**config.mk**
```make
export PLATFORM = sky130hd
export DESIGN_NAME = compare_pwm_unit
export DESIGN_NICKNAME = d
export VERILOG_FILES = /design/src/hw/compare_pwm_pkg.sv /design/src/hw/fast_compare_channel.sv /design/src/hw/compare_pwm_unit.sv
export SDC_FILE = /design/constraint.sdc
export NUM_CORES = 1
export LEC_CHECK = 0
export BUFFER_PORTS_ARGS = -buffer_cell sky130_fd_sc_hd__buf_2
export CORE_MARGIN = 10
export CORE_UTILIZATION = 25
export CTS_CLUSTER_SIZE = 25
export DETAILED_ROUTE_END_ITERATION = 8
export GPL_TIMING_DRIVEN = 0
export PLACE_DENSITY_LB_ADDON = 0.1
export REMOVE_ABC_BUFFERS = 1
export SYNTH_ARGS = -nofsm -noshare
export SYNTH_HDL_FRONTEND = slang
export SYNTH_SLANG_ARGS = --single-unit
```
**constraint.sdc**
```tcl
create_clock -name CORE_CLK_I -period 5.3 [get_ports CORE_CLK_I]
set_input_delay 1.06 -clock CORE_CLK_I [delete_from_list [all_inputs] [get_ports CORE_CLK_I]]
set_output_delay 1.06 -clock CORE_CLK_I [all_outputs]
set_load 0.05 [all_outputs]
```
**src/hw/compare_pwm_pkg.sv**
```systemverilog
/*
  Constants of the compare/PWM unit: register offsets, field positions,
  reset values and widths. Assumes a 32-bit AXI4-Lite slave with byte offsets.
*/
package compare_pwm_pkg;
  localparam int unsigned ADDR_W = 8;
  localparam int unsigned CNT_W = 16;
  localparam int unsigned FAST_CH = 8;
  localparam int unsigned GEN_CH = 2;
  localparam int unsigned PRE_W = 7;
  // Register byte offsets
  localparam logic [7:0] OFF_CONTROL = 8'h00;
  localparam logic [7:0] OFF_ASSIGN = 8'h04;
  localparam logic [7:0] OFF_OUT_EN = 8'h08;
  localparam logic [7:0] OFF_RELOAD_LOW = 8'h0c;
  localparam logic [7:0] OFF_RELOAD_HIGH = 8'h10;
  localparam logic [7:0] OFF_CT_COUNT = 8'h14;
  localparam logic [7:0] OFF_GT_COUNT = 8'h18;
  localparam logic [7:0] OFF_GEN_CFG = 8'h1c;
  localparam logic [7:0] OFF_FLAGS = 8'h20;
  localparam logic [7:0] OFF_GC_BASE = 8'h24;
  localparam logic [7:0] OFF_FAST_BASE = 8'h40;
  // Control fields
  localparam int unsigned CTL_PRESCALE_LSB = 0;
  localparam int unsigned CTL_CT_RUN = 3;
  localparam int unsigned CTL_CT_IRQ_EN = 4;
  localparam int unsigned CTL_GLOBAL_IRQ_EN = 5;
  localparam int unsigned CTL_GT_RUN = 6;
  // General channel config fields: mode, irq enable, port latch
  localparam int unsigned GEN_MODE_LSB = 0;
  localparam int unsigned GEN_IRQ_EN_LSB = 2;
  localparam int unsigned GEN_LATCH_LSB = 4;
  // Flag fields
  localparam int unsigned FLAG_CT_OVF = 0;
  localparam int unsigned FLAG_GEN_LSB = 1;
  // Reset values
  localparam logic [7:0] RST_BYTE = 8'h00;
  localparam logic [15:0] RST_WORD = 16'h0000;
  localparam logic [15:0] CNT_TOP = 16'hffff;
  localparam logic [1:0] RESP_OKAY = 2'b00;
  localparam logic [1:0] RESP_SLVERR = 2'b10;
endpackage

```
**src/hw/fast_compare_channel.sv**
```systemverilog
/*
  One compare-timer channel: shadow compare value, active latch and output.
  Assumes count, tick and overflow come from the compare timer in the top.
*/
`timescale 1ns/1ps
`default_nettype none
module fast_compare_channel (
  input wire logic clk_i,
  input wire logic rst_n_i,
  input wire logic wr_low_i,
  input wire logic wr_high_i,
  input wire logic [7:0] wdata_i,
  input wire logic [15:0] count_i,
  input wire logic tick_i,
  input wire logic ovf_i,
  input wire logic assigned_i,
  output logic [15:0] value_o,
  output logic pwm_o
);
  import compare_pwm_pkg::*;
  typedef struct packed {
    logic [15:0] shadow;
    logic [15:0] active;
    logic out;
  } chan_t;
  chan_t r;
  chan_t n;

  always_comb begin
    n = r;
    if (wr_low_i) begin
      n.shadow[7:0] = wdata_i;
    end
    if (wr_high_i) begin
      n.shadow[15:8] = wdata_i;
    end
    if (ovf_i) begin
      n.active = r.shadow;
    end
    if (!assigned_i) begin
      n.out = 1'b0;
    end else if (ovf_i) begin
      n.out = 1'b0;
    end else if (tick_i && count_i == r.active) begin
      n.out = 1'b1;
    end
  end

  always_ff @(posedge clk_i or negedge rst_n_i) begin
    if (!rst_n_i) begin
      r <= '0;
    end else begin
      r <= n;
    end
  end

  assign value_o = r.shadow;
  assign pwm_o = r.out;
endmodule // fast_compare_channel
`default_nettype wire

```
**src/hw/compare_pwm_unit.sv**
```systemverilog
/*
  Compare/PWM unit: general 16-bit timer with two compare channels,
  prescaled compare timer with reload and eight compare channels,
  request flags, reached over AXI4-Lite.
  Assumes one clock equal to the machine cycle (oscillator divided by 2).
*/
// The implementer's own choices: the AXI4-Lite interface to the registers and the register offsets.
// Summary of operation
// - Mode 0 outputs fall on timer overflow
// - Mode 1 edges set only by software
// - Mode 1 match copies port latch to pin
// - Enabled channel match sets interrupt request
// - Each general channel keeps its own request flag
// - General timer counts full 0 to ffff range
// - Eight prescaler rates, divide 2 to 256
// - Divide-by-2 increments every machine cycle
// - Compare timer restarts from reload after overflow
// - Fast mode 0: fall at overflow, rise at match
// - Assign bit puts channel on compare timer
// - Compare registers 16 bits as two bytes
// - Reload held in two writable byte registers
// - Compare timer serves eight channels at once
// - New compare value taken at next overflow
// - Pin driven only when compare enable set
// - Overflow request gated by own and global enable
`timescale 1ns/1ps
`default_nettype none
module compare_pwm_unit (
  input wire logic CORE_CLK_I,
  input wire logic RST_N_I,
  input wire logic AXI_AWVALID_I,
  output logic AXI_AWREADY_O,
  input wire logic [compare_pwm_pkg::ADDR_W-1:0] AXI_AWADDR_I,
  input wire logic AXI_WVALID_I,
  output logic AXI_WREADY_O,
  input wire logic [31:0] AXI_WDATA_I,
  input wire logic [3:0] AXI_WSTRB_I,
  output logic AXI_BVALID_O,
  input wire logic AXI_BREADY_I,
  output logic [1:0] AXI_BRESP_O,
  input wire logic AXI_ARVALID_I,
  output logic AXI_ARREADY_O,
  input wire logic [compare_pwm_pkg::ADDR_W-1:0] AXI_ARADDR_I,
  output logic AXI_RVALID_O,
  input wire logic AXI_RREADY_I,
  output logic [31:0] AXI_RDATA_O,
  output logic [1:0] AXI_RRESP_O,
  output logic [compare_pwm_pkg::FAST_CH-1:0] FAST_PWM_O,
  output logic [compare_pwm_pkg::FAST_CH-1:0] FAST_PWM_OE_O,
  output logic [compare_pwm_pkg::GEN_CH-1:0] GEN_PWM_O,
  output logic COMPARE_IRQ_LINE_A_O,
  output logic COMPARE_IRQ_LINE_B_O,
  output logic CT_IRQ_O
);
  import compare_pwm_pkg::*;

  typedef struct packed {
    logic awready;
    logic wready;
    logic arready;
    logic aw_held;
    logic [7:0] aw_addr;
    logic w_held;
    logic [7:0] w_data;
    logic w_strb0;
    logic bvalid;
    logic [1:0] bresp;
    logic rvalid;
    logic [1:0] rresp;
    logic [31:0] rdata;
    logic [7:0] control;
    logic [7:0] compare_timer_assign;
    logic [7:0] fast_compare_output_enable;
    logic [15:0] compare_timer_reload;
    logic [7:0] gen_cfg;
    logic [2:0] flags;
    logic [1:0][15:0] general_compare;
    logic [PRE_W-1:0] pre;
    logic [15:0] ct;
    logic [15:0] gt;
    logic [1:0] gen_out;
    logic [7:0] fast_oe;
    logic ct_irq;
  } unit_t;

  unit_t r;
  unit_t n;

  logic [FAST_CH-1:0] fast_wr_low;
  logic [FAST_CH-1:0] fast_wr_high;
  logic [FAST_CH-1:0][15:0] fast_value;
  logic [FAST_CH-1:0] fast_pwm;
  logic [PRE_W-1:0] pre_mask;
  logic ct_tick;
  logic ct_ovf;
  logic gt_ovf;
  logic do_write;
  logic [7:0] wa;

  // Compare timer prescaler: select s gives one tick per 2^s machine cycles
  assign pre_mask = PRE_W'((8'h01 << r.control[CTL_PRESCALE_LSB +: 3]) - 8'h01);
  assign ct_tick = r.control[CTL_CT_RUN] && ((r.pre & pre_mask) == pre_mask);
  assign ct_ovf = ct_tick && (r.ct == CNT_TOP);
  assign gt_ovf = r.control[CTL_GT_RUN] && (r.gt == CNT_TOP);
  assign do_write = r.aw_held && r.w_held && !r.bvalid;
  assign wa = r.aw_addr;

  always_comb begin
    for (int i = 0; i < FAST_CH; i++) begin
      fast_wr_low[i] = do_write && r.w_strb0 && (wa == OFF_FAST_BASE + 8'(8 * i));
      fast_wr_high[i] = do_write && r.w_strb0 && (wa == OFF_FAST_BASE + 8'(8 * i + 4));
    end
  end

  for (genvar g = 0; g < FAST_CH; g++) begin : g_fast
    fast_compare_channel u_chan (
      .clk_i(CORE_CLK_I),
      .rst_n_i(RST_N_I),
      .wr_low_i(fast_wr_low[g]),
      .wr_high_i(fast_wr_high[g]),
      .wdata_i(r.w_data),
      .count_i(r.ct),
      .tick_i(ct_tick),
      .ovf_i(ct_ovf),
      .assigned_i(r.compare_timer_assign[g]),
      .value_o(fast_value[g]),
      .pwm_o(fast_pwm[g])
    );
  end

  always_comb begin
    logic [2:0] set_flags;
    logic [2:0] clr_flags;
    logic match;
    logic rd_ok;
    logic [31:0] rd;
    logic [7:0] ra;
    logic wr_ok;
    set_flags = 3'b000;
    clr_flags = 3'b000;
    match = 1'b0;
    rd_ok = 1'b1;
    rd = 32'h0000_0000;
    ra = AXI_ARADDR_I;
    wr_ok = 1'b1;
    n = r;

    // Write address and data are taken independently, in either order
    if (AXI_AWVALID_I && r.awready) begin
      n.aw_held = 1'b1;
      n.aw_addr = AXI_AWADDR_I;
    end
    if (AXI_WVALID_I && r.wready) begin
      n.w_held = 1'b1;
      n.w_data = AXI_WDATA_I[7:0];
      n.w_strb0 = AXI_WSTRB_I[0];
    end
    if (r.bvalid && AXI_BREADY_I) begin
      n.bvalid = 1'b0;
    end
    if (do_write) begin
      case (wa)
        OFF_CONTROL: if (r.w_strb0) n.control = r.w_data;
        OFF_ASSIGN: if (r.w_strb0) n.compare_timer_assign = r.w_data;
        OFF_OUT_EN: if (r.w_strb0) n.fast_compare_output_enable = r.w_data;
        OFF_RELOAD_LOW: if (r.w_strb0) n.compare_timer_reload[7:0] = r.w_data;
        OFF_RELOAD_HIGH: if (r.w_strb0) n.compare_timer_reload[15:8] = r.w_data;
        OFF_GEN_CFG: if (r.w_strb0) n.gen_cfg = r.w_data;
        OFF_FLAGS: if (r.w_strb0) clr_flags = r.w_data[2:0];
        OFF_CT_COUNT, OFF_GT_COUNT: wr_ok = 1'b1;
        default: begin
          wr_ok = 1'b0;
          for (int i = 0; i < GEN_CH; i++) begin
            if (wa == OFF_GC_BASE + 8'(8 * i)) begin
              wr_ok = 1'b1;
              if (r.w_strb0) n.general_compare[i][7:0] = r.w_data;
            end
            if (wa == OFF_GC_BASE + 8'(8 * i + 4)) begin
              wr_ok = 1'b1;
              if (r.w_strb0) n.general_compare[i][15:8] = r.w_data;
            end
          end
          for (int i = 0; i < FAST_CH; i++) begin
            if (wa == OFF_FAST_BASE + 8'(8 * i) || wa == OFF_FAST_BASE + 8'(8 * i + 4)) begin
              wr_ok = 1'b1;
            end
          end
        end
      endcase
      n.aw_held = 1'b0;
      n.w_held = 1'b0;
      n.bvalid = 1'b1;
      n.bresp = wr_ok ? RESP_OKAY : RESP_SLVERR;
    end
    n.awready = !n.aw_held && !n.bvalid;
    n.wready = !n.w_held && !n.bvalid;

    // Read channel
    if (r.rvalid && AXI_RREADY_I) begin
      n.rvalid = 1'b0;
    end
    if (AXI_ARVALID_I && r.arready) begin
      case (ra)
        OFF_CONTROL: rd[7:0] = r.control;
        OFF_ASSIGN: rd[7:0] = r.compare_timer_assign;
        OFF_OUT_EN: rd[7:0] = r.fast_compare_output_enable;
        OFF_RELOAD_LOW: rd[7:0] = r.compare_timer_reload[7:0];
        OFF_RELOAD_HIGH: rd[7:0] = r.compare_timer_reload[15:8];
        OFF_CT_COUNT: rd[15:0] = r.ct;
        OFF_GT_COUNT: rd[15:0] = r.gt;
        OFF_GEN_CFG: rd[7:0] = r.gen_cfg;
        OFF_FLAGS: rd[2:0] = r.flags;
        default: begin
          rd_ok = 1'b0;
          for (int i = 0; i < GEN_CH; i++) begin
            if (ra == OFF_GC_BASE + 8'(8 * i)) begin
              rd_ok = 1'b1;
              rd[7:0] = r.general_compare[i][7:0];
            end
            if (ra == OFF_GC_BASE + 8'(8 * i + 4)) begin
              rd_ok = 1'b1;
              rd[7:0] = r.general_compare[i][15:8];
            end
          end
          for (int i = 0; i < FAST_CH; i++) begin
            if (ra == OFF_FAST_BASE + 8'(8 * i)) begin
              rd_ok = 1'b1;
              rd[7:0] = fast_value[i][7:0];
            end
            if (ra == OFF_FAST_BASE + 8'(8 * i + 4)) begin
              rd_ok = 1'b1;
              rd[7:0] = fast_value[i][15:8];
            end
          end
        end
      endcase
      n.rvalid = 1'b1;
      n.rdata = rd;
      n.rresp = rd_ok ? RESP_OKAY : RESP_SLVERR;
    end
    n.arready = !n.rvalid;

    // Compare timer: prescaler and counter with reload
    n.pre = r.control[CTL_CT_RUN] ? r.pre + PRE_W'(1) : '0;
    if (ct_tick) begin
      n.ct = ct_ovf ? r.compare_timer_reload : r.ct + 16'h0001;
    end
    set_flags[FLAG_CT_OVF] = ct_ovf;

    // General timer and its channels
    if (r.control[CTL_GT_RUN]) begin
      n.gt = r.gt + 16'h0001;
    end
    for (int i = 0; i < GEN_CH; i++) begin
      match = r.control[CTL_GT_RUN] && (r.gt == r.general_compare[i]);
      if (!r.gen_cfg[GEN_MODE_LSB + i]) begin
        if (gt_ovf) begin
          n.gen_out[i] = 1'b0;
        end else if (match) begin
          n.gen_out[i] = 1'b1;
        end
      end else if (match) begin
        n.gen_out[i] = r.gen_cfg[GEN_LATCH_LSB + i];
      end
      if (match && r.gen_cfg[GEN_IRQ_EN_LSB + i]) begin
        set_flags[FLAG_GEN_LSB + i] = 1'b1;
      end
    end

    // A flag set in the same cycle as its clear stays set
    n.flags = (r.flags & ~clr_flags) | set_flags;
    n.ct_irq = n.flags[FLAG_CT_OVF] && n.control[CTL_CT_IRQ_EN]
               && n.control[CTL_GLOBAL_IRQ_EN];
    n.fast_oe = n.fast_compare_output_enable & n.compare_timer_assign;
  end

  always_ff @(posedge CORE_CLK_I or negedge RST_N_I) begin
    if (!RST_N_I) begin
      r <= '0;
    end else begin
      r <= n;
    end
  end

  assign AXI_AWREADY_O = r.awready;
  assign AXI_WREADY_O = r.wready;
  assign AXI_BVALID_O = r.bvalid;
  assign AXI_BRESP_O = r.bresp;
  assign AXI_ARREADY_O = r.arready;
  assign AXI_RVALID_O = r.rvalid;
  assign AXI_RDATA_O = r.rdata;
  assign AXI_RRESP_O = r.rresp;
  assign FAST_PWM_O = fast_pwm;
  assign FAST_PWM_OE_O = r.fast_oe;
  assign GEN_PWM_O = r.gen_out;
  assign COMPARE_IRQ_LINE_A_O = r.flags[FLAG_GEN_LSB];
  assign COMPARE_IRQ_LINE_B_O = r.flags[FLAG_GEN_LSB + 1];
  assign CT_IRQ_O = r.ct_irq;
endmodule // compare_pwm_unit
`default_nettype wire

```
==> reports/results.ini, run 1 <==
[outcome]
outcome=completed

[synth]
yosysWarnings=0
synth-xor-area-share_pct=7.05
synth_compound_area_share_pct=8.38
ys_seq_area_share_pct=49.1
syn_area_per_cell_sq_um=12.1
yosysMostFrequentCell=dfrtp_1
yosys.area.top_type_share_pct=49.1
synth_top_family_by_area=multiplexers
synth.distinct_cells=96
synth_edf_count=0
ys_seq_elements=439
synth-simple-area-share_pct=11.1
postSynthCellCount=1855
yosys.area_share.adder_pct=0.268
async_flop_share_pct=100
synth.area.mux_share_pct=19.3
synth_ff_type=dfrtp_1
ys_top_cells_by_area=dfrtp_1 49%, mux2_2 16%, xnor2_1 6.5%
ys_top_cells_by_count=439 x dfrtp_1, 321 x mux2_2, 167 x xnor2_1, 84 x nand2_1
syn-cell-area_sq_mm=0.0224
yosys.area.top_type=dfrtp_1

[job]
cap_violations=0

[sta]
fin_skew_ps=16.9
slew_violations=0
fmax_mhz=228
slew_headroom_pct=2.15
worst_pin_slew_ps=1470
rsz0062_at_grt=false
tns_ps=0
fin_crit_sh_pct=82.7
hold_viol_final=0
whs_ps=409
post-route-min-period_ps=4380
setup_viol=0

[critical_path]
r2r-end=g_fast[4].u_chan.r[12]
crit_family=simple AND/OR/NAND/NOR gates
cp-end-kind=register
startpoint_type=input pin
worstSetupPathType=in2reg
path_cells=buf_2, nor4b_2, and2_0, a222oi_1, and3_1, o31a_1, a311oi_1
path_buf_inv=1
reg2reg_slack_ps=1460
r2r_cells=9
worstPathRequired_ps=5830
crit_arrival_ps=4910
critPathMaxStageDelay_ps=1270
worstReg2RegStart=r[28]
critical_path_depth=7
cpMaxStageDelayCell=nor4b_2
cp_max_fo=56

[hold_path]
hp-class=in2async

[cts]
clk_pin_slew_ps=60
cts-root-buf=clkbuf_16
numCtsBuffers=55
cts_buffer_depth=3
clk_latency_ps=620
cts_sinks=439
h-tree-depth=2
postCtsHoldBufs=0
post_cts_buffers=0
post_cts_resized=0
cts_tree=yes

[global_routing]
grt_max_degree=103
grt_use_total_pct=17.1
grt_pass1_vias=16100
antenna_found_initial=8
grt_pass1_wl_um=127000
grt-ovfl-total=0

[placement]
dp.final_hpwl_um=61400
numPortBuffers=75
place_congestion=0.823

[floorplan]
initial_core_util_pct=25.2
dieArea_sq_mm=0.102
dieWidth_um=319
die_y_um=319
core-area_sq_mm=0.0886
rows=109
num_io_pins=121

[routing]
route.detailed.drc=0
vias_per_cell=5.06
dr.pass1.iters=5
drt_iter0_drc=1116
ant_nets=0
wirelength_um=88600
vias=15400
drt-wirelength-per-cell_um=29.0

[finish]
nets=1902
drive_gt1_share_pct=33.0
syn_to_final_growth_pct=14.3

[pwr]
power_density_mw_per_mm2=388
p_leak_uw=0.0116
ir_worst_vdd_mv=0.293

cell usage in the layout, fill, tap and decap left out, types with 26 or more instances in the layout:
cell	instances
a21oi_1	29
dfrtp_1	428
and2_1	26
buf_2	74
nand2_1	84
clkbuf_16	57
o21ai_0	34
nand3_1	38
mux2_4	40
nand4_1	53
and3_1	33
mux2_2	321
nor2_1	62
xnor2_1	167
layer usage:
metal	wire, um	global-route usage, %
met5	42	0
met4	1360	3.19
met2	40600	27.2
met3	5170	3.22
met1	41500	24.0
worst max path at each step:
stage	startpoint	to	slack, ps
final	AXI_ARADDR_I[3]	AXI_RDATA_O[5]	920
after global placement	r[126]	g_fast[2].u_chan.r[9]	-8290
after floorplan	r[126]	g_fast[0].u_chan.r[10]	-2030
after global routing	AXI_ARADDR_I[3]	AXI_RDATA_O[5]	720
after CTS	AXI_ARADDR_I[2]	AXI_RDATA_O[5]	520
after detailed placement	AXI_ARADDR_I[2]	AXI_RDATA_O[5]	-130
report_power, final:
part           internal, uW  total, uW  switching, uW  leakage (uW)
Sequential             3640       4370            734       0.00603
Combinational           611       1700           1090       0.00462
Clock                  2300       3850           1550      0.000917
sequential cells by signal, indices dropped and copies added, names as in the netlist:
register	cells
FAST_PWM_OE_O	8
g_fast.u_chan.r	128
COMPARE_IRQ_LINE_A_O	1
AXI_RDATA_O	16
AXI_BVALID_O	1
AXI_WREADY_O	1
AXI_AWREADY_O	1
AXI_RVALID_O	1
g_fast.u_chan.value_o	128
wa	8
AXI_BRESP_O	1
g_fast.u_chan.pwm_o	8
COMPARE_IRQ_LINE_B_O	1
AXI_ARREADY_O	1
AXI_RRESP_O	1
GEN_PWM_O	2
r	131
CT_IRQ_O	1
cell type report:
| type | count | area (sq um) |
|---|---|---|
| flip-flops and latches | 439 | 11000 |
| diodes | 5 | 12.5 |
| well taps | 1165 | 1460 |
| clock inverters | 16 | 139 |
| clock buffers | 83 | 1700 |
| repair buffers | 92 | 787 |
| multi-input cells | 1242 | 10400 |
| inverters | 9 | 33.8 |
| fillers | 9154 | 63100 |
worst reg2reg max path: cells and delay by family (launching register included):
family	cells	cell delay, ps
DFF	1	1200
and+or+nand+nor	5	1220
buffers and inverters	2	600
muxes	1	360
adders and majority gates	1	360
metrics by stage:
step | setup slack (ps) | instances | power, uW | utilization (%) | area, sq um
floorplan | -2030 | 1690 | 4880 | - | 21400
global placement | -8290 | 2930 | 5970 | 26.2 | 23200
detailed placement | -135 | 2946 | 6160 | 26.7 | 23700
CTS | 525 | 3045 | 10100 | 28.8 | 25500
global route | 720 | 3047 | 10300 | 28.8 | 25600
finish | 918 | 3051 | 9920 | 28.9 | 25600
cell families after synthesis:
kind of cell | count (synthesis)
AOI/OAI and AO/OA | 250
xor gates and xnor gates | 180
adders and majority gates | 5
buffers and inverters | 191
DFF | 439
muxes | 371
other | 1
and+or+nand+nor | 418
(Power assumes the default switching activity.)
==> run 2, diff against run 1 <==
Clock period 5.3 ns to 3.6 ns, I/O delays scaled along.
==> run 2 against run 1 <==
Against the previous run: sequential power is 47% higher; combinational power is 47% higher; the run now ends with max-capacitance violations left; count of clock-buffer cells in the layout unchanged; critical path type is now reg2reg.
==> reports/results.ini, run 2 (synthesized netlist as in run 1, its figures left out) <==
[critical_path]
setup.worst_path.end=g_fast[4].u_chan.r[12]
path_buf_inv=2
path_cells=nand2_1, nor4_4, nand2_2, nor2_4, nand3_4, buf_16, buf_16, mux2_4
worstSetupPathType=reg2reg
startpoint_type=register
worstReg2RegStart=r[36]
reg2reg_slack_ps=130
crit_arrival_ps=3970
critPathMaxStageDelay_ps=1210
cp_max_fo=47
r2r_cells=8
cp-end-kind=register
worstPathRequired_ps=4100
cpMaxStageDelayCell=dfrtp_1
startpoint=r[36]
r2r-end=g_fast[4].u_chan.r[12]
crit_family=flip-flops
crit_top_cell=buf_16
critical_path_depth=8

[placement]
place_ws_ps=-1490
numPortBuffers=75
dp.final_hpwl_um=61400
place_congestion=0.823
dp.cells=2946

[floorplan]
rows=109
die_y_um=319
num_io_pins=121
dieWidth_um=319
core-area_sq_mm=0.0886
dieArea_sq_mm=0.102
initial_core_util_pct=25.2

[finish]
regArea_sq_mm=0.0110
nets=1901
syn_to_final_growth_pct=14.4
nFillCells=9156
largest_reg_flops=131
drive_gt1_share_pct=33.4
largest_register=r
layout_common_cells=421 x dfrtp_1, 321 x mux2_2, 167 x xnor2_1, 84 x nand2_1, 72 x buf_2
final_core_util_pct=28.9
multiInputGateArea_sq_mm=0.0105
final_common_cell=dfrtp_1
final_cells=3051

[pwr]
power_density_mw_per_mm2=571
p_leak_uw=0.0116
ir_worst_vdd_mv=0.432

[cts]
clk_pin_slew_ps=60
clk_latency_ps=620
postCtsHoldBufs=0
numCtsBuffers=55
h-tree-depth=2
cts_buffer_depth=3
cts_tree=yes
post_cts_resized=7
post_cts_buffers=0
cts_sinks=439
cts-root-buf=clkbuf_16

[global_routing]
antenna_found_initial=8
grt_max_degree=103
grt-ovfl-total=0
grt_pass1_wl_um=127000
grt_use_total_pct=17.1
grt_pass1_vias=16100

[routing]
ant_nets=0
route.detailed.drc=0
vias=15500
dr.pass1.iters=5
vias_per_cell=5.07
drt-wirelength-per-cell_um=29.1
wirelength_um=88700
drt_iter0_drc=1138

[sta]
worst_pin_slew_ps=1460
slew_violations=0
setup_viol=0
fin_skew_ps=16.6
fmax_mhz=288
worst_slack_ps=126
slew_headroom_pct=1.83
post-route-min-period_ps=3470
hold_viol_final=0
fin_crit_sh_pct=96.5
rsz0062_at_grt=false

[outcome]
violations=max-capacitance violations
outcome=finished, violations left

[hold_path]
hp-class=in2async

[job]
cap_violations=1

-- run 2: changes by cell type in the layout (fill, tap and decap cells not counted), sizes merged --
cell,before,now
buf,92,91
diode,5,6
-- run 2: worst register-to-register path, cell delays in order (launching register included) --
cell,delay (ps)
dfrtp_1,1210
nand2_1,270
nor4_4,370
nand2_2,150
nor2_4,170
nand3_4,240
buf_16,280
buf_16,300
mux2_4,360
-- run 2: layout make-up --
type / count / area share (%)
clock buffer: 83 / 6.66
tap: 1165 / 5.70
antenna: 6 / 0.0587
sequential: 439 / 43.0
timing repair buffer: 91 / 3.02
multi-input combinational: 1242 / 40.9
inverter: 9 / 0.132
clock inverter: 16 / 0.543
-- run 2: worst min path at each step --
stage	from	to	slack, ps
finish	RST_N_I	r[175]	70
global route	RST_N_I	r[175]	130
CTS	RST_N_I	r[175]	100
detailed placement	r[43]	r[43]	470
global placement	r[43]	r[43]	470
floorplan	RST_N_I	AXI_ARREADY_O	420
-- run 2: stage by stage --
stage / hold slack, ps / total power, uW / TNS (ps) / instance area (sq um)
2_1_floorplan: 424 / 7190 / -504300 / 21400
3_3_place_gp: 472 / 8790 / -4791090 / 23200
3_5_place_dp: 472 / 9080 / -29430 / 23700
4_1_cts: 95.0 / 14800 / 0 / 25600
5_1_grt: 131 / 15200 / 0 / 25600
6_report: 66.2 / 14600 / 0 / 25600
-- run 2: where the power goes --
group,internal [uW],total (uW),switching (uW)
Clock,3380,5670,2290
Sequential,5360,6440,1080
Combinational,897,2500,1600
Total,9630,14600,4970
-- run 2: routing by layer --
metal  vias up  track usage (%)  wire length [um]
li1       6690                -                 -
met1      8280             24.0             41700
met2       401             27.2             40700
met3        91             3.20              4920
met4         6             3.19              1370
met5         -                0                43
==> run 3, diff against run 2 <==
Settings changed: CTS_BUF_LIST set to sky130_fd_sc_hd__clkbuf_4.
==> run 3 against run 2 <==
Against the previous run: flip-flop and latch count is the same; count of clock-buffer cells in the layout grew 119; the flow finishes with violations (max-capacitance violations, max-slew violations); largest power group unchanged; largest cell class unchanged; die area is the same; fmax is 3.0% lower.
==> reports/results.ini, run 3 (synthesized netlist as in run 1, its figures left out) <==
[finish]
syn_to_final_growth_pct=14.7
final_core_util_pct=28.9
final_common_cell=dfrtp_1
largest_reg_flops=131
drive_gt1_share_pct=37.0
nets=2006
layout_common_cells=421 x dfrtp_1, 321 x mux2_2, 203 x clkbuf_4, 167 x xnor2_1, 84 x nand2_1
largest_register=r

[critical_path]
startpoint=r[33]
cp-end-kind=register
worstPathRequired_ps=4450
setup.worst_path.end=g_fast[4].u_chan.r[2]
cp_max_fo=47
reg2reg_slack_ps=20
r2r_cells=8
crit_arrival_ps=4430
r2r-end=g_fast[4].u_chan.r[2]
worstSetupPathType=reg2reg
startpoint_type=register
worstReg2RegStart=r[33]

[cts]
h-tree-depth=4
cts-root-buf=clkbuf_4
numCtsBuffers=140
cts_sinks=439
cts_tree=yes
clk_pin_slew_ps=60
cts_buffer_depth=3
clk_latency_ps=990

[routing]
vias_per_cell=5.00
vias=16000
wirelength_um=89600
dr.pass1.iters=5
drt-wirelength-per-cell_um=28.0
drt_iter0_drc=1074
ant_nets=0
route.detailed.drc=0

[sta]
slew_headroom_pct=-2.25
slew_violations=17
rsz0062_at_grt=false
worst_pin_slew_ps=1520
hold_viol_final=0
fin_skew_ps=40.4
fin_crit_sh_pct=99.5
tns_ps=0
fmax_mhz=279
setup_viol=0
post-route-min-period_ps=3580

[pwr]
switching_power_uw=5070
p_int_uw=8960
switching_share_pct=36.1
combinationalPowerShare_pct=18.0
sequentialPowerShare_pct=45.9
ir_worst_vdd_mv=0.458
p_leak_uw=0.0117
power_density_mw_per_mm2=547
clock_power_share_pct=36.1

[floorplan]
rows=109
dieWidth_um=319
die_y_um=319
initial_core_util_pct=25.2
dieArea_sq_mm=0.102
core-area_sq_mm=0.0886
num_io_pins=121

[placement]
dp.final_hpwl_um=61400
place_congestion=0.823
numPortBuffers=75

[hold_path]
hp-class=in2async

[global_routing]
antenna_found_initial=10
grt-ovfl-total=0
grt_use_total_pct=17.4
grt_pass1_wl_um=128000
grt_pass1_vias=16900
grt_max_degree=103

[outcome]
outcome=finished, violations left
violations=max-capacitance violations, max-slew violations

[job]
cap_violations=3

-- run 3: changes by cell type in the layout (fill, tap and decap cells not counted), sizes merged --
| cell | before | now |
|---|---|---|
| diode | 6 | 9 |
| clkinv | 12 | 17 |
| clkbuf | 83 | 203 |
| clkinvlp | 2 | 4 |
| dlygate4sd3 | 0 | 20 |
| inv | 9 | 15 |
| buf | 91 | 90 |
-- run 3: how the worst min path moves through the flow --
stage / endpoint / slack (ps)
2_1_floorplan: AXI_ARREADY_O / 420
3_3_place_gp: r[43] / 470
3_5_place_dp: r[43] / 470
4_1_cts: AXI_RRESP_O[1] / 220
5_1_grt: AXI_RRESP_O[1] / 310
6_report: r[175] / 280
-- run 3: metrics by stage --
step	worst slack, ps	power, uW	hold slack, ps	cell area (sq um)	instances
floorplan	-3730	7190	424	21400	1690
CTS	29.6	14300	225	25600	3197
detailed placement	-1490	9080	472	23700	2946
finish	17.6	14000	281	25700	3206
global route	0.808	14700	306	25600	3204
global placement	-9990	8790	472	23200	2930
-- run 3: repair_timing --
item | 4_1_cts | 5_1_grt
setup endpoints to repair | 57 | 48
buffers inserted | 0 | 0
pin swaps | 0 | 0
endpoints found under the hold margin | 100 | 0
resized for setup | 7 | 3
hold buffers | 20 | 0
-- run 3: power by group through the flow --
stage | clock network [uW] | registers, uW | logic, uW
floorplan | 0 | 6170 | 1020
global placement | 0 | 6810 | 1980
detailed placement | 0 | 6530 | 2540
CTS | 5250 | 6450 | 2560
global route | 5530 | 6500 | 2680
finish | 5060 | 6440 | 2520
-- run 3: layout make-up --
class | count | area (sq um)
tap | 1165 | 1460
sequential | 439 | 11000
clock buffer | 202 | 1520
clock inverter | 29 | 179
timing repair buffer | 111 | 972
fill | 9245 | 63000
antenna | 9 | 22.5
inverter | 9 | 33.8
multi-input combinational | 1242 | 10500
-- run 3: critical path, cell delays in order (launching register included) --
cell,delay [ps]
dfrtp_1,1210
nand3_1,410
nor4_4,330
nand2_2,150
nor2_4,170
nand3_4,240
buf_16,280
buf_16,260
mux2_4,330
-- run 3: layer usage --
metal	GRT usage, %	wire [um]	vias up
met1	23.2	41000	8337
met3	5.22	6020	152
met5	0	43	-
met4	6.80	2990	6
li1	-	-	6981
met2	26.1	39600	561
